## config.mk

```make
export PLATFORM = sky130hd
export DESIGN_NAME = pcb_config_header
export DESIGN_NICKNAME = d
export VERILOG_FILES = /design/src/pcb_pkg.sv /design/src/pcb_config_header.sv
export VERILOG_INCLUDE_DIRS = /design/src
export SDC_FILE = /design/constraint.sdc
export NUM_CORES = 1
export LEC_CHECK = 0
export ABC_AREA = 0
export ABC_CLOCK_PERIOD_IN_PS = 3200
export BUFFER_PORTS_ARGS = -buffer_cell sky130_fd_sc_hd__buf_2
export CORE_MARGIN = 1
export CORE_UTILIZATION = 62
export DETAILED_ROUTE_END_ITERATION = 8
export GPL_TIMING_DRIVEN = 1
export PLACE_DENSITY = 0.95
export SYNTH_ARGS = -nofsm -noshare
export SYNTH_HDL_FRONTEND = slang
export SYNTH_SLANG_ARGS = --single-unit
```

## constraint.sdc

```tcl
create_clock -name i_clk_sys -period 3.2 [get_ports i_clk_sys]
set_input_delay 0.16 -clock i_clk_sys [delete_from_list [all_inputs] [get_ports i_clk_sys]]
set_output_delay 0.16 -clock i_clk_sys [all_outputs]
set_load 0.05 [all_outputs]
```

## src/pcb_consts.svh

```systemverilog
// Purpose: Offsets, field positions and fixed values of the config header slice
// Assumes: Byte-wide register port, byte offsets as in the header map
// Notes:   Definitions only; included by bare name
`ifndef PCB_CONSTS_SVH
`define PCB_CONSTS_SVH

// --------------------------------------------------------------
// Register byte offsets
// --------------------------------------------------------------
`define PCB_OFF_ERR_CTRL     8'h05
`define PCB_OFF_PRI_STS_LO   8'h06
`define PCB_OFF_PRI_STS_HI   8'h07
`define PCB_OFF_REVISION     8'h08
`define PCB_OFF_CLASS_PIF    8'h09
`define PCB_OFF_CLASS_SUB    8'h0A
`define PCB_OFF_CLASS_BASE   8'h0B
`define PCB_OFF_LATENCY      8'h0D
`define PCB_OFF_HDR_TYPE     8'h0E
`define PCB_OFF_BAR_B0       8'h10
`define PCB_OFF_BAR_B1       8'h11
`define PCB_OFF_BAR_B2       8'h12
`define PCB_OFF_BAR_B3       8'h13
`define PCB_OFF_SEC_STS_LO   8'h16
`define PCB_OFF_SEC_STS_HI   8'h17
`define PCB_OFF_PRI_BUSN     8'h18
`define PCB_OFF_SEC_BUSN     8'h19
`define PCB_OFF_SUB_BUSN     8'h1A

// --------------------------------------------------------------
// Status bit positions and fixed fields
// --------------------------------------------------------------
`define PCB_STS_PERR         15
`define PCB_STS_SERR         14
`define PCB_STS_MABORT       13
`define PCB_STS_TABORT_RX    12
`define PCB_STS_TABORT_SIG   11
`define PCB_STS_DPERR        8
`define PCB_STS_W1C_MASK     16'hF900
`define PCB_STS_DEVSEL_MED   16'h0200
`define PCB_STS_RESET        16'h0000

// --------------------------------------------------------------
// Fixed identity and class values
// --------------------------------------------------------------
`define PCB_CLASS_PIF        8'h00
`define PCB_CLASS_SUB        8'h07
`define PCB_CLASS_BASE       8'h06
`define PCB_HDR_TYPE         8'h82
`define PCB_BAR_LOW_BITS     12

// --------------------------------------------------------------
// Latency timer
// --------------------------------------------------------------
`define PCB_LAT_STEP_SHIFT   3
`define PCB_LAT_MAX_SETTING  8'h08
`define PCB_LAT_RESET        8'h00
`define PCB_BUSN_RESET       8'h00

`endif

```

## src/pcb_pkg.sv

```systemverilog
// Purpose: Types shared by the config header slice
// Assumes: Constants live in pcb_consts.svh
// Notes:   Carrier structs for bus, events and routing
package pcb_pkg;

	// --------------------------------------------------------------
	// Register port request
	// --------------------------------------------------------------
	typedef struct packed {
		logic       wr;       // One-cycle write strobe
		logic       rd;       // One-cycle read strobe
		logic [7:0] addr;     // Byte offset
		logic [7:0] wdata;    // Write byte
	} pcb_bus_req_s;

	// --------------------------------------------------------------
	// Error events from the bus engines, one-cycle pulses
	// --------------------------------------------------------------
	typedef struct packed {
		logic pri_perr;       // Parity error seen on primary
		logic pri_mabort;     // Master abort received on primary
		logic pri_tabort_rx;  // Target abort received on primary
		logic pri_dperr;      // Data parity error on primary
		logic sec_perr;       // Parity error seen on card bus
		logic sec_mabort;     // Master abort received on card bus
		logic sec_tabort_rx;  // Target abort received on card bus
		logic sec_dperr;      // Data parity error on card bus
		logic tabort_sig;     // Bridge signalled a target abort
		logic sys_err;        // System error wants reporting
	} pcb_evt_s;

	// --------------------------------------------------------------
	// Type 1 configuration routing answer
	// --------------------------------------------------------------
	typedef struct packed {
		logic valid;          // Decision strobe
		logic to_type0;       // Claim and convert to Type 0
		logic pass_type1;     // Forward unchanged as Type 1
	} pcb_route_s;

	// Machine of the latency timer
	typedef enum logic [1:0] {
		PCB_LAT_IDLE,
		PCB_LAT_RUN,
		PCB_LAT_DONE
	} pcb_lat_e;

endpackage : pcb_pkg
```

## src/pcb_config_header.sv

```systemverilog
// Purpose: Status, identity, latency, base address and bus number slice
//          of the bridge configuration header
// Assumes: Error events are same-clock pulses; grant arrives from a pin
// Notes:   Byte-wide register port, read data one cycle after strobe
//
// What this block does
// - Primary bit 15 parity error, write-one clears
// - Primary bit 13 master abort, write-one clears
// - Primary bit 12 target abort received, sticky
// - Card bus bit 12 target abort received
// - Bit 11 both: target abort signalled
// - Bit 14 both: system error reported
// - Bits 10:9 read 01b, never written
// - Primary bit 8 data parity, write-one clears
// - Card bus bit 8 data parity error
// - Grant gone: stop after latency expiry
// - Latency 0 off, 1..8 give 8..64
// - Header type reads 82h, read-only
// - Class code 06h/07h/00h, read-only
// - Base address bits 31:12 writable only
// - Base address low indicators read zero
// - Bus match claims and issues Type 0
// - Subordinate range forwards Type 1 cycles
// - Revision register returns fixed level
// - Error-report enable gates system error
`timescale 1ns/1ps
`include "pcb_consts.svh"

module pcb_config_header
	import pcb_pkg::*;
#(
	parameter logic [7:0] SILICON_REVISION = 8'h5A  // Arbitrary value
) (
	// Clock and reset
	input  wire logic         i_clk_sys,
	input  wire logic         i_sys_rst,
	// Register port
	input  wire pcb_bus_req_s i_bus,
	output logic [7:0]        o_rd_data,
	// Error events
	input  wire pcb_evt_s     i_evt,
	// Primary master tenure
	input  wire logic         i_master_active,
	input  wire logic         i_gnt_n,
	output logic              o_lat_stop,
	output logic              o_serr_report,
	// Type 1 configuration decode
	input  wire logic         i_cfg_t1_valid,
	input  wire logic [7:0]   i_cfg_t1_bus,
	output pcb_route_s        o_route,
	// Stored primary bus number for the forwarding logic
	output logic [7:0]        o_primary_bus_number
);

	// --------------------------------------------------------------
	// State
	// --------------------------------------------------------------
	typedef struct packed {
		logic [15:0] pri_sts;    // Primary sticky flags
		logic [15:0] sec_sts;    // Card bus sticky flags
		logic        serr_en;    // Error-report enable
		logic [7:0]  lat;        // Primary master latency setting
		logic [19:0] bar;        // Socket window base, bits 31:12
		logic [7:0]  pbus;       // Primary bus number
		logic [7:0]  sbus;       // Card bus number
		logic [7:0]  subus;      // Highest downstream bus number
		logic [2:0]  gsync;      // Grant synchroniser, [0] first
		logic        gnt_n_f;    // Agreed grant level
		pcb_lat_e    lat_st;     // Timer machine
		logic [6:0]  lat_cnt;    // Clocks left before expiry
		logic        lat_stop;   // Stop request out
		logic        serr_out;   // System error pulse out
		logic [7:0]  rd_data;    // Read data out
		pcb_route_s  route;      // Routing answer out
	} pcb_state_s;

	localparam pcb_state_s PCB_RST = '{
		pri_sts:  `PCB_STS_RESET,
		sec_sts:  `PCB_STS_RESET,
		serr_en:  1'b0,
		lat:      `PCB_LAT_RESET,
		bar:      20'h00000,
		pbus:     `PCB_BUSN_RESET,
		sbus:     `PCB_BUSN_RESET,
		subus:    `PCB_BUSN_RESET,
		gsync:    3'h7,
		gnt_n_f:  1'b1,
		lat_st:   PCB_LAT_IDLE,
		lat_cnt:  7'h00,
		lat_stop: 1'b0,
		serr_out: 1'b0,
		rd_data:  8'h00,
		route:    3'h0
	};

	pcb_state_s st_r;            // Registered state
	pcb_state_s st_nxt;          // Next state

	// --------------------------------------------------------------
	// Decode helpers
	// --------------------------------------------------------------
	// Write strobe aimed at one byte offset
	function automatic logic wr_hit(input pcb_bus_req_s b, input logic [7:0] off);
		wr_hit = b.wr && (b.addr == off);
	endfunction : wr_hit

	// Status byte view: sticky flags plus fixed timing code
	function automatic logic [15:0] sts_view(input logic [15:0] s);
		sts_view = (s & `PCB_STS_W1C_MASK) | `PCB_STS_DEVSEL_MED;
	endfunction : sts_view

	// Read multiplexer over byte offsets
	function automatic logic [7:0] rd_byte(input pcb_state_s s, input logic [7:0] a);
		logic [15:0] pv;
		logic [15:0] sv;
		pv = sts_view(s.pri_sts);
		sv = sts_view(s.sec_sts);
		case (a)
			`PCB_OFF_ERR_CTRL:   rd_byte = {7'h00, s.serr_en};
			`PCB_OFF_PRI_STS_LO: rd_byte = pv[7:0];
			`PCB_OFF_PRI_STS_HI: rd_byte = pv[15:8];
			`PCB_OFF_REVISION:   rd_byte = SILICON_REVISION;
			`PCB_OFF_CLASS_PIF:  rd_byte = `PCB_CLASS_PIF;
			`PCB_OFF_CLASS_SUB:  rd_byte = `PCB_CLASS_SUB;
			`PCB_OFF_CLASS_BASE: rd_byte = `PCB_CLASS_BASE;
			`PCB_OFF_LATENCY:    rd_byte = s.lat;
			`PCB_OFF_HDR_TYPE:   rd_byte = `PCB_HDR_TYPE;
			`PCB_OFF_BAR_B0:     rd_byte = 8'h00;
			`PCB_OFF_BAR_B1:     rd_byte = {s.bar[3:0], 4'h0};
			`PCB_OFF_BAR_B2:     rd_byte = s.bar[11:4];
			`PCB_OFF_BAR_B3:     rd_byte = s.bar[19:12];
			`PCB_OFF_SEC_STS_LO: rd_byte = sv[7:0];
			`PCB_OFF_SEC_STS_HI: rd_byte = sv[15:8];
			`PCB_OFF_PRI_BUSN:   rd_byte = s.pbus;
			`PCB_OFF_SEC_BUSN:   rd_byte = s.sbus;
			`PCB_OFF_SUB_BUSN:   rd_byte = s.subus;
			// Unmapped offsets read as zero
			default:             rd_byte = 8'h00;
		endcase
	endfunction : rd_byte

	// --------------------------------------------------------------
	// Combinational helpers
	// --------------------------------------------------------------
	logic        serr_ok;        // System error allowed out
	logic [15:0] pri_set;        // Primary flags to set now
	logic [15:0] sec_set;        // Card bus flags to set now
	logic [15:0] pri_clr;        // Primary flags software clears
	logic [15:0] sec_clr;        // Card bus flags software clears
	logic        lat_en;         // Setting selects a running timer

	// Event to flag mapping and write-one-to-clear masks
	always_comb begin
		serr_ok = i_evt.sys_err && st_r.serr_en;
		pri_set = 16'h0000;
		pri_set[`PCB_STS_PERR]       = i_evt.pri_perr;
		pri_set[`PCB_STS_SERR]       = serr_ok;
		pri_set[`PCB_STS_MABORT]     = i_evt.pri_mabort;
		pri_set[`PCB_STS_TABORT_RX]  = i_evt.pri_tabort_rx;
		pri_set[`PCB_STS_TABORT_SIG] = i_evt.tabort_sig;
		pri_set[`PCB_STS_DPERR]      = i_evt.pri_dperr;
		sec_set = 16'h0000;
		sec_set[`PCB_STS_PERR]       = i_evt.sec_perr;
		sec_set[`PCB_STS_SERR]       = serr_ok;
		sec_set[`PCB_STS_MABORT]     = i_evt.sec_mabort;
		sec_set[`PCB_STS_TABORT_RX]  = i_evt.sec_tabort_rx;
		sec_set[`PCB_STS_TABORT_SIG] = i_evt.tabort_sig;
		sec_set[`PCB_STS_DPERR]      = i_evt.sec_dperr;
		// Only the high byte holds clearable flags; low byte writes vanish
		pri_clr = wr_hit(i_bus, `PCB_OFF_PRI_STS_HI) ?
		          ({i_bus.wdata, 8'h00} & `PCB_STS_W1C_MASK) : 16'h0000;
		sec_clr = wr_hit(i_bus, `PCB_OFF_SEC_STS_HI) ?
		          ({i_bus.wdata, 8'h00} & `PCB_STS_W1C_MASK) : 16'h0000;
		// Reserved settings above 8 behave as a stopped timer
		lat_en = (st_r.lat != 8'h00) && (st_r.lat <= `PCB_LAT_MAX_SETTING);
	end

	// --------------------------------------------------------------
	// Next state
	// --------------------------------------------------------------
	always_comb begin
		st_nxt = st_r;

		// Sticky flags: an event in the clearing cycle survives
		st_nxt.pri_sts = (st_r.pri_sts & ~pri_clr) | pri_set;
		st_nxt.sec_sts = (st_r.sec_sts & ~sec_clr) | sec_set;

		// Plain storage registers
		if (wr_hit(i_bus, `PCB_OFF_ERR_CTRL)) begin
			st_nxt.serr_en = i_bus.wdata[0];
		end
		if (wr_hit(i_bus, `PCB_OFF_LATENCY)) begin
			st_nxt.lat = i_bus.wdata;
		end
		// Base address: only bits 31:12 take writes
		if (wr_hit(i_bus, `PCB_OFF_BAR_B1)) begin
			st_nxt.bar[3:0] = i_bus.wdata[7:4];
		end
		if (wr_hit(i_bus, `PCB_OFF_BAR_B2)) begin
			st_nxt.bar[11:4] = i_bus.wdata;
		end
		if (wr_hit(i_bus, `PCB_OFF_BAR_B3)) begin
			st_nxt.bar[19:12] = i_bus.wdata;
		end
		// Bus numbers, written by configuration software
		if (wr_hit(i_bus, `PCB_OFF_PRI_BUSN)) begin
			st_nxt.pbus = i_bus.wdata;
		end
		if (wr_hit(i_bus, `PCB_OFF_SEC_BUSN)) begin
			st_nxt.sbus = i_bus.wdata;
		end
		if (wr_hit(i_bus, `PCB_OFF_SUB_BUSN)) begin
			st_nxt.subus = i_bus.wdata;
		end

		// Read data stands only in the cycle after the strobe
		st_nxt.rd_data = i_bus.rd ? rd_byte(st_r, i_bus.addr) : 8'h00;

		// Grant pin: accept a change once stages two and three agree
		st_nxt.gsync = {st_r.gsync[1:0], i_gnt_n};
		if (st_r.gsync[1] == st_r.gsync[2]) begin
			st_nxt.gnt_n_f = st_r.gsync[2];
		end

		// Latency timer, restarted at each master tenure
		case (st_r.lat_st)
			PCB_LAT_IDLE: begin
				// Load at tenure start; a zero setting never runs
				if (i_master_active && lat_en) begin
					st_nxt.lat_cnt = {st_r.lat[3:0], 3'h0};
					st_nxt.lat_st  = PCB_LAT_RUN;
				end
			end
			PCB_LAT_RUN: begin
				if (!i_master_active) begin
					st_nxt.lat_st = PCB_LAT_IDLE;
				end else if (st_r.lat_cnt == 7'h01) begin
					st_nxt.lat_cnt = 7'h00;
					st_nxt.lat_st  = PCB_LAT_DONE;
				end else begin
					st_nxt.lat_cnt = st_r.lat_cnt - 7'h01;
				end
			end
			PCB_LAT_DONE: begin
				// Held expired until the tenure ends
				if (!i_master_active) begin
					st_nxt.lat_st = PCB_LAT_IDLE;
				end
			end
			default: begin
				st_nxt.lat_st = PCB_LAT_IDLE;
			end
		endcase
		// Stop only once the agreed grant is gone and the timer has run out;
		// the registered grant level keeps the stop one edge behind the filter
		st_nxt.lat_stop = i_master_active && st_r.gnt_n_f &&
		                  (st_r.lat_st == PCB_LAT_DONE);

		// System error pulse, suppressed while reporting is off
		st_nxt.serr_out = serr_ok;

		// Type 1 decode: exact match claims, range above forwards
		st_nxt.route.valid      = i_cfg_t1_valid;
		st_nxt.route.to_type0   = i_cfg_t1_valid &&
		                          (i_cfg_t1_bus == st_r.sbus);
		st_nxt.route.pass_type1 = i_cfg_t1_valid &&
		                          (i_cfg_t1_bus > st_r.sbus) &&
		                          (i_cfg_t1_bus <= st_r.subus);
	end

	// --------------------------------------------------------------
	// State register
	// --------------------------------------------------------------
	always_ff @(posedge i_clk_sys) begin
		if (i_sys_rst) begin
			st_r <= PCB_RST;
		end else begin
			st_r <= st_nxt;
		end
	end

	// Outputs straight from flops
	assign o_rd_data            = st_r.rd_data;
	assign o_lat_stop           = st_r.lat_stop;
	assign o_serr_report        = st_r.serr_out;
	assign o_route              = st_r.route;
	assign o_primary_bus_number = st_r.pbus;

	// --------------------------------------------------------------
	// Checks
	// --------------------------------------------------------------
	perr_set_a: assert property (
		@(posedge i_clk_sys) disable iff (i_sys_rst)
		i_evt.pri_perr |=> st_r.pri_sts[`PCB_STS_PERR])
		else $error("primary parity flag not set");

	mabort_clear_a: assert property (
		@(posedge i_clk_sys) disable iff (i_sys_rst)
		wr_hit(i_bus, `PCB_OFF_PRI_STS_HI) && i_bus.wdata[5] && !i_evt.pri_mabort
		|=> !st_r.pri_sts[`PCB_STS_MABORT])
		else $error("master abort flag not cleared");

	tabort_hold_a: assert property (
		@(posedge i_clk_sys) disable iff (i_sys_rst)
		st_r.pri_sts[`PCB_STS_TABORT_RX] && !pri_clr[`PCB_STS_TABORT_RX]
		|=> st_r.pri_sts[`PCB_STS_TABORT_RX])
		else $error("target abort flag lost");

	sec_tabort_a: assert property (
		@(posedge i_clk_sys) disable iff (i_sys_rst)
		i_evt.sec_tabort_rx |=> st_r.sec_sts[`PCB_STS_TABORT_RX])
		else $error("card bus target abort flag not set");

	tabort_both_a: assert property (
		@(posedge i_clk_sys) disable iff (i_sys_rst)
		i_evt.tabort_sig |=> st_r.pri_sts[11] && st_r.sec_sts[11])
		else $error("signalled target abort not in both");

	serr_gate_a: assert property (
		@(posedge i_clk_sys) disable iff (i_sys_rst)
		!st_r.serr_en && !st_r.pri_sts[`PCB_STS_SERR]
		|=> !st_r.pri_sts[`PCB_STS_SERR] && !o_serr_report)
		else $error("system error reported while disabled");

	devsel_read_a: assert property (
		@(posedge i_clk_sys) disable iff (i_sys_rst)
		i_bus.rd && (i_bus.addr == `PCB_OFF_SEC_STS_HI) |=> o_rd_data[2:1] == 2'b01)
		else $error("timing code not 01b");

	hdr_read_a: assert property (
		@(posedge i_clk_sys) disable iff (i_sys_rst)
		i_bus.rd && (i_bus.addr == `PCB_OFF_HDR_TYPE) |=> o_rd_data == 8'h82)
		else $error("header type wrong");

	bar_low_a: assert property (
		@(posedge i_clk_sys) disable iff (i_sys_rst)
		i_bus.rd && (i_bus.addr == `PCB_OFF_BAR_B0) |=> o_rd_data == 8'h00)
		else $error("base address low bits not zero");

	cfg_claim_a: assert property (
		@(posedge i_clk_sys) disable iff (i_sys_rst)
		i_cfg_t1_valid && (i_cfg_t1_bus == st_r.sbus)
		|=> o_route.to_type0 && !o_route.pass_type1)
		else $error("matching bus not claimed");

	lat_off_a: assert property (
		@(posedge i_clk_sys) disable iff (i_sys_rst)
		((st_r.lat == 8'h00) || (st_r.lat > 8'h08)) && (st_r.lat_st == PCB_LAT_IDLE)
		|=> (st_r.lat_st == PCB_LAT_IDLE) && !o_lat_stop)
		else $error("stopped timer started or forced a stop");

	lat_run_a: assert property (
		@(posedge i_clk_sys) disable iff (i_sys_rst)
		(st_r.lat_st == PCB_LAT_RUN) && (st_r.lat_cnt == 7'h01) && i_master_active
		##1 i_master_active && st_r.gnt_n_f |=> o_lat_stop)
		else $error("no stop after expiry with grant gone");

	// Range above the card bus, up to the subordinate, passes on unchanged
	route_fwd_a: assert property (
		@(posedge i_clk_sys) disable iff (i_sys_rst)
		i_cfg_t1_valid && (i_cfg_t1_bus > st_r.sbus) && (i_cfg_t1_bus <= st_r.subus)
		|=> o_route.pass_type1 && !o_route.to_type0)
		else $error("bus in range not forwarded");

	class_read_a: assert property (
		@(posedge i_clk_sys) disable iff (i_sys_rst)
		i_bus.rd && (i_bus.addr == `PCB_OFF_CLASS_BASE) |=> o_rd_data == 8'h06)
		else $error("base class wrong");

	pri_dperr_a: assert property (
		@(posedge i_clk_sys) disable iff (i_sys_rst)
		i_evt.pri_dperr |=> st_r.pri_sts[`PCB_STS_DPERR])
		else $error("primary data parity flag not set");

	sts_low_a: assert property (
		@(posedge i_clk_sys) disable iff (i_sys_rst)
		i_bus.rd && (i_bus.addr == `PCB_OFF_PRI_STS_LO) |=> o_rd_data == 8'h00)
		else $error("reserved status bits not zero");

endmodule : pcb_config_header

```

## Yosys cells after proc, flatten, opt, wreduce, memory -nomap -nowiden

Cells that the tools add are included.

| storage, ports and cells | value |
|---|---|
| register bits after elaboration | 111 |
| latch bits | 0 |
| bits in writable memories | 0 |
| ROM bits | 0 |
| bits of input ports | 41 |
| output and inout port bits | 21 |
| word-level logic and storage cells | 89 |
| memories | 0 |

| cells by class | value |
|---|---|
| add/subtract/negate cells | 1 |
| multiply operators | 0 |
| div/mod/pow operators | 0 |
| magnitude comparators | 3 |
| equal/unequal tests | 23 |
| shifts and indexed selects | 0 |
| multiplexer cells | 11 |
| bitwise logic cells | 7 |
| reductions and logical operators | 24 |

Operators by type and width:

| cell | count |
|---|---|
| 8-bit one-hot mux with 14 select lines | 1 |
| 8-bit by 5-bit == test with 1-bit output, second input constant | 7 |
| 8-bit by 4-bit == test with 1-bit output, second input constant | 5 |
| 16-bit AND | 2 |
| 16-bit 2-to-1 mux | 2 |
| 16-bit inverter | 2 |
| 16-bit OR | 2 |
| 1-bit logical AND | 18 |
| 8-bit by 3-bit == test with 1-bit output, second input constant | 2 |
| 7-bit 2-to-1 mux | 2 |
| 7-bit one-hot mux with 2 select lines | 1 |
| 9-bit 2-to-1 mux | 1 |
| 8-bit == test | 1 |
| 8-bit > comparator | 1 |
| 8-bit by 4-bit less-or-equal comparator with 1-bit output, second input constant | 1 |
| 8-bit less-or-equal comparator | 1 |
| 8-bit nonzero test | 1 |
| 7-bit by 1-bit == test with 1-bit output, second input constant | 1 |
| 7-bit by 1-bit subtractor with 7-bit output, second input constant | 1 |
| 2-bit 2-to-1 mux | 3 |
| 2-bit != test, second input constant | 3 |
| 2-bit one-hot mux with 3 select lines | 1 |
| 3-bit AND reduction | 2 |
| 3-bit != test, second input constant | 1 |
| other kinds (7) | 7 |

## Logic depth before layout (Yosys ltp)

Gate-level depths: netlist (run 1).

| depth | value |
|---|---|
| depth after elaboration | 6 |
| mapped depth | 8 |
| gate-level depth less buffers | 8 |

## Worst setup path after synthesis (run 1)

Ideal clock, no wire load.

| timing path | value |
|---|---|
| kind | reg2reg |
| from | reg st_r[77] (netlist bit) |
| to | reg st_r[15] (netlist bit) |
| arrival time | 1692 ps |
| data required time | 3130 ps |
| setup slack | 1439 ps |
| stages on the path, launching flop included | 6 |
| path buffers | 0 |
| clock period less this slack | 1761 ps |
| path through | dfxtp_1 > or4_4 > nor3_4 > o21ai_2 > or4_1 > a21oi_1 |

| on the way | value |
|---|---|
| longest elaborated chain between the ends | 5 |
| elaborated cells on any way between the ends | 6 |
| classes of those cells | order compare: 1; eq/ne: 1; reduce/logical: 4 |

RTL lines:

| what | line | text |
|---|---|---|
| start, declared | pcb_config_header.sv:96 | `pcb_state_s st_r;` |
| start signal, assigned | pcb_config_header.sv:278 | `st_r <= st_nxt;` |
| 8-bit by 4-bit less-or-equal comparator with 1-bit output (no line) / 8-bit nonzero test (equally long branches) | -- |  |
| 1-bit logical AND * | pcb_config_header.sv:175 | `` lat_en = (st_r.lat != 8'h00) && (st_r.lat <= `PCB_LAT_MAX_SETTING); `` |
| 1-bit logical AND * | pcb_config_header.sv:229 | `if (i_master_active && lat_en) begin` |
| 2-bit != test (no line) * | -- |  |
| 3-bit AND reduction (no line) * | -- |  |

Every way passes the cells marked *; elsewhere a longest branch is shown, timed or not.
A chain may end at the register's enable or synchronous reset.

## Worst setup path after layout (run 1)

Ends and elaborated chain as after synthesis.

==> results of run 1 <==
==> registers in the layout (all words and copies together), names as in the netlist <==
register,cells
st_r,68
o_serr_report,1
o_route,3
st_nxt,2
o_lat_stop,1
o_rd_data,8
o_primary_bus_number,8
==> final cells by class <==
type / count / area (sq um) / area share, %
tap: 99 / 123.9 / 2.448
clock inverter: 6 / 71.32 / 1.409
sequential: 91 / 1822 / 36.00
inverter: 24 / 90.09 / 1.780
clock buffer: 10 / 127.6 / 2.522
timing repair buffer: 70 / 385.4 / 7.616
multi-input combinational: 403 / 2440 / 48.22
==> routing by layer <==
layer | GRT usage (%) | wire length [microns] | vias up
li1 | - | - | 2034
met1 | 41.53 | 5112 | 2053
met2 | 56.99 | 6084 | 250
met3 | 4.709 | 976 | 48
met4 | 18.18 | 489 | 0
met5 | 0 | 0 | -
==> cell families after synthesis <==
group | Yosys count | share of synthesized area [%]
simple gates | 218 | 21.84
compound gates | 125 | 16.36
flops | 91 | 38.79
buf+inv | 83 | 9.270
mux | 40 | 8.577
fa+ha+maj | 18 | 4.795
xor+xnor | 2 | 0.3730
==> worst register-to-register path, delay by kind of cell (launching register included) <==
family	cells	cell delay (ns)
compound gates	2	0.33
flops	1	0.35
simple gates	3	1.27
==> cell usage after synthesis (all sizes together) (3+ instances only) <==
library cell,instances,area (sq um)
a21o,4,30.03
nor2b,7,43.79
a32oi,9,78.83
inv,24,90.09
o32ai,3,26.28
nand4,8,50.05
ha,18,225.2
dfxtp,91,1822
nand3,23,115.1
mux2i,38,380.4
a211oi,3,22.52
nand2b,6,37.54
a31oi,9,56.30
nor2,60,230.2
o21ai,18,93.84
buf,29,202.7
nand2,74,277.8
clkbuf,30,142.6
and3,10,62.56
nor3,10,61.31
or2,8,50.05
a21oi,59,295.3
==> cell usage in the layout (no fill, tap or decap), types with 3 or more instances in the layout <==
cell / instances
nand3_1: 23
inv_1: 24
nor3_1: 9
clkbuf_8: 9
o21ai_0: 17
ha_1: 18
nor2_1: 58
nand2_1: 74
nand4_1: 8
a21oi_1: 59
a31oi_1: 9
a21o_1: 4
or2_2: 6
mux2i_1: 38
buf_4: 4
nand2b_1: 6
dfxtp_1: 91
dlygate4sd3_1: 5
nor2b_1: 7
o32ai_1: 3
and3_1: 10
a211oi_1: 3
buf_2: 61
a32oi_1: 9
==> report_power, final <==
group	leakage [nW]	internal (mW)	switching, mW
registers	0.737	1.14	0.00721
clock network	0.0935	0.368	0.435
logic	1.15	0.0608	0.118
==> repair_timing <==
action / in CTS / in global routing
buffers inserted: 0 / 0
endpoints found under the hold margin: 5 / 0
hold buffers: 5 / 0
==> path summary, 6_finish.rpt <==
kind / start / endpoint / slack, ns / cells past startpoint
min reg2reg: st_nxt[24]$_SDFF_PP1_ / st_nxt[25]$_SDFF_PP1_ / 0.42 / 1
min: i_evt[8] / st_r[108]$_SDFF_PP0_ / -0.005 / 3
max: st_r[77]$_SDFFE_PP0P_ / st_r[15]$_SDFFE_PP0P_ / 1.18 / 5
max reg2reg: st_r[77]$_SDFFE_PP0P_ / st_r[15]$_SDFFE_PP0P_ / 1.18 / 5
==> flow_metrics.env, run 1 <==
export IMPL_status="complete, but fails checks"
export IMPL_failed_checks="negative hold slack"
export IMPL_filler_cell_count=608
export IMPL_synthArstFlopShare_pct=0
export IMPL_hold_violations=1
export IMPL_grt_pass1_wl_mm=20.02
export IMPL_cap_violations=0
export IMPL_grt_setup_unrepaired="no"
export IMPL_stdcell_count=703
export IMPL_cpPeakStageDelay_ns=0.55
export IMPL_io_pins=62
export IMPL_grt_ovfl_total=0
export IMPL_syn_num_nets=636
export IMPL_final_util_pct=69.39
export IMPL_grt_max_degree=76
export IMPL_cts_root_buffer="clkbuf_8"
export IMPL_die_w_microns=89.04
export IMPL_arrival_ns=2.33
export IMPL_grt_pass1_vias=4134
export IMPL_cts_buffers=9
export IMPL_slew_headroom_pct=49.00
export IMPL_placed_cells=682
export IMPL_crit_path_end_kind="flop"
export IMPL_cts_tree="yes"
export IMPL_layout_nets=658
export IMPL_post_cts_resized=0
export IMPL_fin_skew_ns=0.01351
export IMPL_dp_slack_ns=0.9595
export IMPL_start_util_pct=64.41
export IMPL_clock_sink_count=91
export IMPL_timing_fmax_mhz=494.8
export IMPL_avgRoutedWirePerCell_microns=18.01
export IMPL_synth_cells=577
export IMPL_via_count=4385
export IMPL_finalWirelength_mm=12.66
export IMPL_insertion_delay_ns=0.38
export IMPL_setup_viol=0
export IMPL_netlist_cell_type_count=55
export IMPL_synth_edf_count=0
export IMPL_cp_max_fo=11
export IMPL_synth_area_sq_um=4697
export IMPL_cts_htree_levels=3
export IMPL_row_count=31
export IMPL_antenna_found_initial=0
export IMPL_powerDensity_nw_per_um2=421.6
export IMPL_area_growth_pct=7.725
export IMPL_hold_class="primary input to flop"
export IMPL_globalRouteTotalUtil_pct=33.61
export IMPL_maxSlewViolCount=0
export IMPL_cp_start_kind="flop"
export IMPL_cp_required_ns=3.51
export IMPL_syn_avg_cell_area_sq_um=8.140
export IMPL_worst_pin_slew_ns=0.7650
export IMPL_drive_gt1_share_pct=16.23
export IMPL_die_h_microns=89.04
export IMPL_first_pass_iters=5
export IMPL_via_per_inst=6.238
export IMPL_setup_tns_ns=0
export IMPL_period_share_pct=63.16
export IMPL_dp_hpwl_mm=8.817
export IMPL_path_cells="or4_4 -> nor3_4 -> o21ai_2 -> or4_1 -> a21oi_1"
export IMPL_timing_hold_ws_ns=-0.004775
export IMPL_port_buffers=61
export IMPL_place_congestion=0.9628
export IMPL_p_leak_nw=1.978
export IMPL_drc_errors=0
export IMPL_finalPower_mw=2.133
export IMPL_cts_max_path_buffers=2
export IMPL_ys_flop_type="dfxtp_1"
export IMPL_placeableCoreArea_sq_um=7292
export IMPL_clk_pin_slew_ns=0.10
export IMPL_crit_family="simple AND/OR/NAND/NOR gates"
export IMPL_yosysSeqAreaShare_pct=38.79
export IMPL_ir_drop_mv=0.2855
export IMPL_ant_nets=0
export IMPL_antennaDiodeCount=0
export IMPL_drt_iter0_markers=415
export IMPL_path_buf_inv=0
export IMPL_placed_area_sq_um=4811
export IMPL_yosysWarnings=0
export IMPL_stdcell_area_sq_um=5060
export IMPL_path_class="flop to flop"
export IMPL_ys_ff_latch=91
export IMPL_timing_final_crit_period_ns=2.021
export IMPL_die_area_sq_um=7928
export IMPL_layout_setup_ws_ns=1.179
export IMPL_slowest_stage="or4_4"
(Power assumes the default switching activity.)
==> run 2, diff against run 1 <==
--- a/config.mk
+++ b/config.mk
@@ -6,14 +6,14 @@
 export SDC_FILE = /design/constraint.sdc
 export NUM_CORES = 1
 export LEC_CHECK = 0
-export ABC_AREA = 0
-export ABC_CLOCK_PERIOD_IN_PS = 3200
+export ABC_AREA = 1
+export ABC_CLOCK_PERIOD_IN_PS = 2000
 export BUFFER_PORTS_ARGS = -buffer_cell sky130_fd_sc_hd__buf_2
 export CORE_MARGIN = 1
-export CORE_UTILIZATION = 62
+export CORE_UTILIZATION = 58
 export DETAILED_ROUTE_END_ITERATION = 8
 export GPL_TIMING_DRIVEN = 1
-export PLACE_DENSITY = 0.95
+export PLACE_DENSITY = 0.9
 export SYNTH_ARGS = -nofsm -noshare
 export SYNTH_HDL_FRONTEND = slang
 export SYNTH_SLANG_ARGS = --single-unit
==> constraint.sdc (replaced) <==
create_clock -name i_clk_sys -period 2 [get_ports i_clk_sys]
set_input_delay 0.1 -clock i_clk_sys [delete_from_list [all_inputs] [get_ports i_clk_sys]]
set_output_delay 0.1 -clock i_clk_sys [all_outputs]
set_load 0.05 [all_outputs]
==> run 2 against run 1 <==
The flow now finishes without violations. Die area rose by 9.0%. Wire length is 0.76% higher. Flip-flop and latch count unchanged. Global-route usage decreased by 2.2 points. Maximum frequency rose by 32%. Design area is 6.0% higher. Count of clock-buffer cells in the layout unchanged. Sequential share of layout area fell by 2.0 points. Clock skew decreased by 0.0068 ns. Core utilization shrank 1.1 points. Synthesized cell count increased by 20%. Clock power increased by 81%. Largest cell class unchanged. Highest routed layer unchanged.
==> flow_metrics.env, run 2 <==
export IMPL_layout_setup_ws_ns=0.4642
export IMPL_final_common_cell="nand2_1"
export IMPL_synth_most_common_cell="nand2_1"
export IMPL_maxSlewViolCount=0
export IMPL_grt_ovfl_total=0
export IMPL_grt_setup_unrepaired="no"
export IMPL_dp_hpwl_mm=9.074
export IMPL_whs_path_depth=3
export IMPL_finalWirelength_mm=12.76
export IMPL_multi_input_area_sq_um=2290
export IMPL_fin_skew_ns=0.006747
export IMPL_globalRouteTotalUtil_pct=31.41
export IMPL_dp_slack_ns=0.3301
export IMPL_clock_sink_count=91
export IMPL_finalPower_mw=3.608
export IMPL_via_per_inst=5.501
export IMPL_syn_avg_cell_area_sq_um=6.952
export IMPL_drc_errors=0
export IMPL_ys_flop_type="dfxtp_1"
export IMPL_cp_max_fo=6
export IMPL_worst_pin_slew_ns=0.5658
export IMPL_avgRoutedWirePerCell_microns=15.08
export IMPL_cts_tree="yes"
export IMPL_cts_htree_levels=3
export IMPL_status="finished clean"
export IMPL_synthArstFlopShare_pct=0
export IMPL_ys_top_cells_by_area="dfxtp_1 (38%), a21oi_1 (8.2%), nand3_1 (8.2%)"
export IMPL_p_leak_nw=2.438
export IMPL_hold_class="primary input to flop"
export IMPL_start_util_pct=61.13
export IMPL_post_cts_buffers=0
export IMPL_cts_max_path_buffers=2
export IMPL_yosysWarnings=0
export IMPL_grt_pass1_vias=4519
export IMPL_synth_top_area_share_pct=37.98
export IMPL_period_share_pct=76.79
export IMPL_grt_max_degree=63
export IMPL_ant_nets=0
export IMPL_powerDensity_nw_per_um2=672.8
export IMPL_antenna_found_initial=0
export IMPL_placeableCoreArea_sq_um=7848
export IMPL_arrival_ns=1.85
export IMPL_cts_buffers=9
export IMPL_cts_root_buffer="clkbuf_8"
export IMPL_die_h_microns=92.95
export IMPL_grtUsageMet3_pct=6.076
export IMPL_port_buffers=61
export IMPL_cp_required_ns=2.32
export IMPL_io_pins=62
export IMPL_crit_path_end_kind="flop"
export IMPL_die_w_microns=92.95
export IMPL_filler_cell_count=671
export IMPL_synth_cells=690
export IMPL_row_count=32
export IMPL_grt_pass1_wl_mm=21.02
export IMPL_final_cell_mix="nand2_1 (105), inv_1 (104), dfxtp_1 (91)"
export IMPL_antennaDiodeCount=0
export IMPL_slew_headroom_pct=62.19
export IMPL_timing_final_crit_period_ns=1.536
export IMPL_synth_edf_count=0
export IMPL_syn_num_nets=749
export IMPL_setup_viol=0
export IMPL_cp_start_kind="flop"
export IMPL_ff_latch_area_sq_um=1822
export IMPL_via_count=4654
export IMPL_cap_violations=0
export IMPL_timing_fmax_mhz=651.1
export IMPL_top_register="st_r"
export IMPL_netlist_cell_type_count=31
export IMPL_hold_violations=0
export IMPL_synth_area_sq_um=4797
export IMPL_clk_pin_slew_ns=0.10
export IMPL_drt_iter0_markers=394
export IMPL_first_pass_iters=5
export IMPL_grtUsageMet1_pct=38.68
export IMPL_r2r_cells=7
export IMPL_grt_most_used_layer="met2"
export IMPL_area_growth_pct=11.79
export IMPL_setup_tns_ns=0
export IMPL_post_cts_resized=0
export IMPL_die_area_sq_um=8639
export IMPL_path_class="flop to flop"
export IMPL_ys_ff_latch=91
export IMPL_yosysSeqAreaShare_pct=37.98
export IMPL_ir_drop_mv=0.4585
export IMPL_grt_use_met2_pct=52.82
export IMPL_yosys_area_top_type="dfxtp_1"
export IMPL_drive_gt1_share_pct=14.92
export IMPL_cts_hold_fix_buffers=12
export IMPL_layout_nets=798
export IMPL_synth_commonest_cells="nand2_1 (105), inv_1 (104), dfxtp_1 (91)"
export IMPL_largest_reg_flops=68
export IMPL_place_congestion=0.9439
export IMPL_insertion_delay_ns=0.37
-- run 2: cell count changes in the layout (fill, tap and decap cells not counted), moves of 10 or more --
cell	delta
inv_1	+80
nand3_1	+56
o21ai_0	+53
mux2i_1	-38
nand2_1	+31
a21oi_1	+20
and3_1	-10
-- run 2: final cells by class --
class | instances | share of cell area [%]
clock inverter | 6 | 1.750
timing repair buffer | 80 | 8.913
inverter | 109 | 7.723
clock buffer | 10 | 2.566
sequential | 91 | 33.97
tap | 102 | 2.380
multi-input combinational | 448 | 42.70
-- run 2: logic make-up after synthesis --
logic type               count (synthesis)  synth area share [%]
AND/OR/NAND/NOR                        275                 26.50
AO/OA/AOI/OAI                          152                 15.99
buffers and inverters                  151                 14.29
flip-flops                              91                 37.98
adder cells (fa/ha/maj)                 18                 4.695
XOR/XNOR                                 3                0.5478
-- run 2: per-layer routing --
layer / share of wire, % / vias to the layer above
li1: - / 2304
met1: 42 / 2123
met2: 48 / 189
met3: 7.6 / 38
met4: 2.9 / 0
met5: 0 / -
-- run 2: metrics by stage --
step / area, sq um / hold slack [ns] / instances / util [%]
global placement: 5011 / 0.2854 / 818 / 63.86
detailed placement: 5011 / 0.2883 / 818 / 63.86
floorplan: 4797 / 0.2038 / 690 / -
global route: 5363 / 0.06116 / 846 / 68.34
finish: 5363 / 0.01033 / 846 / 68.34
CTS: 5363 / 0.006610 / 846 / 68.34
-- run 2: path summary, 6_finish.rpt --
check / from / to / slack [ns]
min: i_evt[0] / o_serr_report$_SDFF_PP0_ / 0.01
min reg2reg: st_nxt[24]$_SDFF_PP1_ / st_nxt[25]$_SDFF_PP1_ / 0.42
max: st_r[20]$_SDFFE_PP0P_ / st_r[19]$_SDFFE_PP0P_ / 0.46
max reg2reg: st_r[20]$_SDFFE_PP0P_ / st_r[19]$_SDFFE_PP0P_ / 0.46
-- run 2: power by group --
part / switching [mW] / internal, mW / total [mW] / leakage (nW)
Combinational: 0.207 / 0.110 / 0.317 / 1.59
Clock: 0.696 / 0.749 / 1.45 / 0.113
Sequential: 0.0123 / 1.83 / 1.85 / 0.737
Total: 0.916 / 2.69 / 3.61 / 2.44
-- run 2: worst max-delay path, cell delays in order (launching register included) --
cell     delay, ns
dfxtp_1       0.38
inv_1         0.06
or2_1         0.32
nor2_1        0.37
nand3_1       0.13
nand2_1       0.08
nor2_1        0.04
nor2_1        0.09
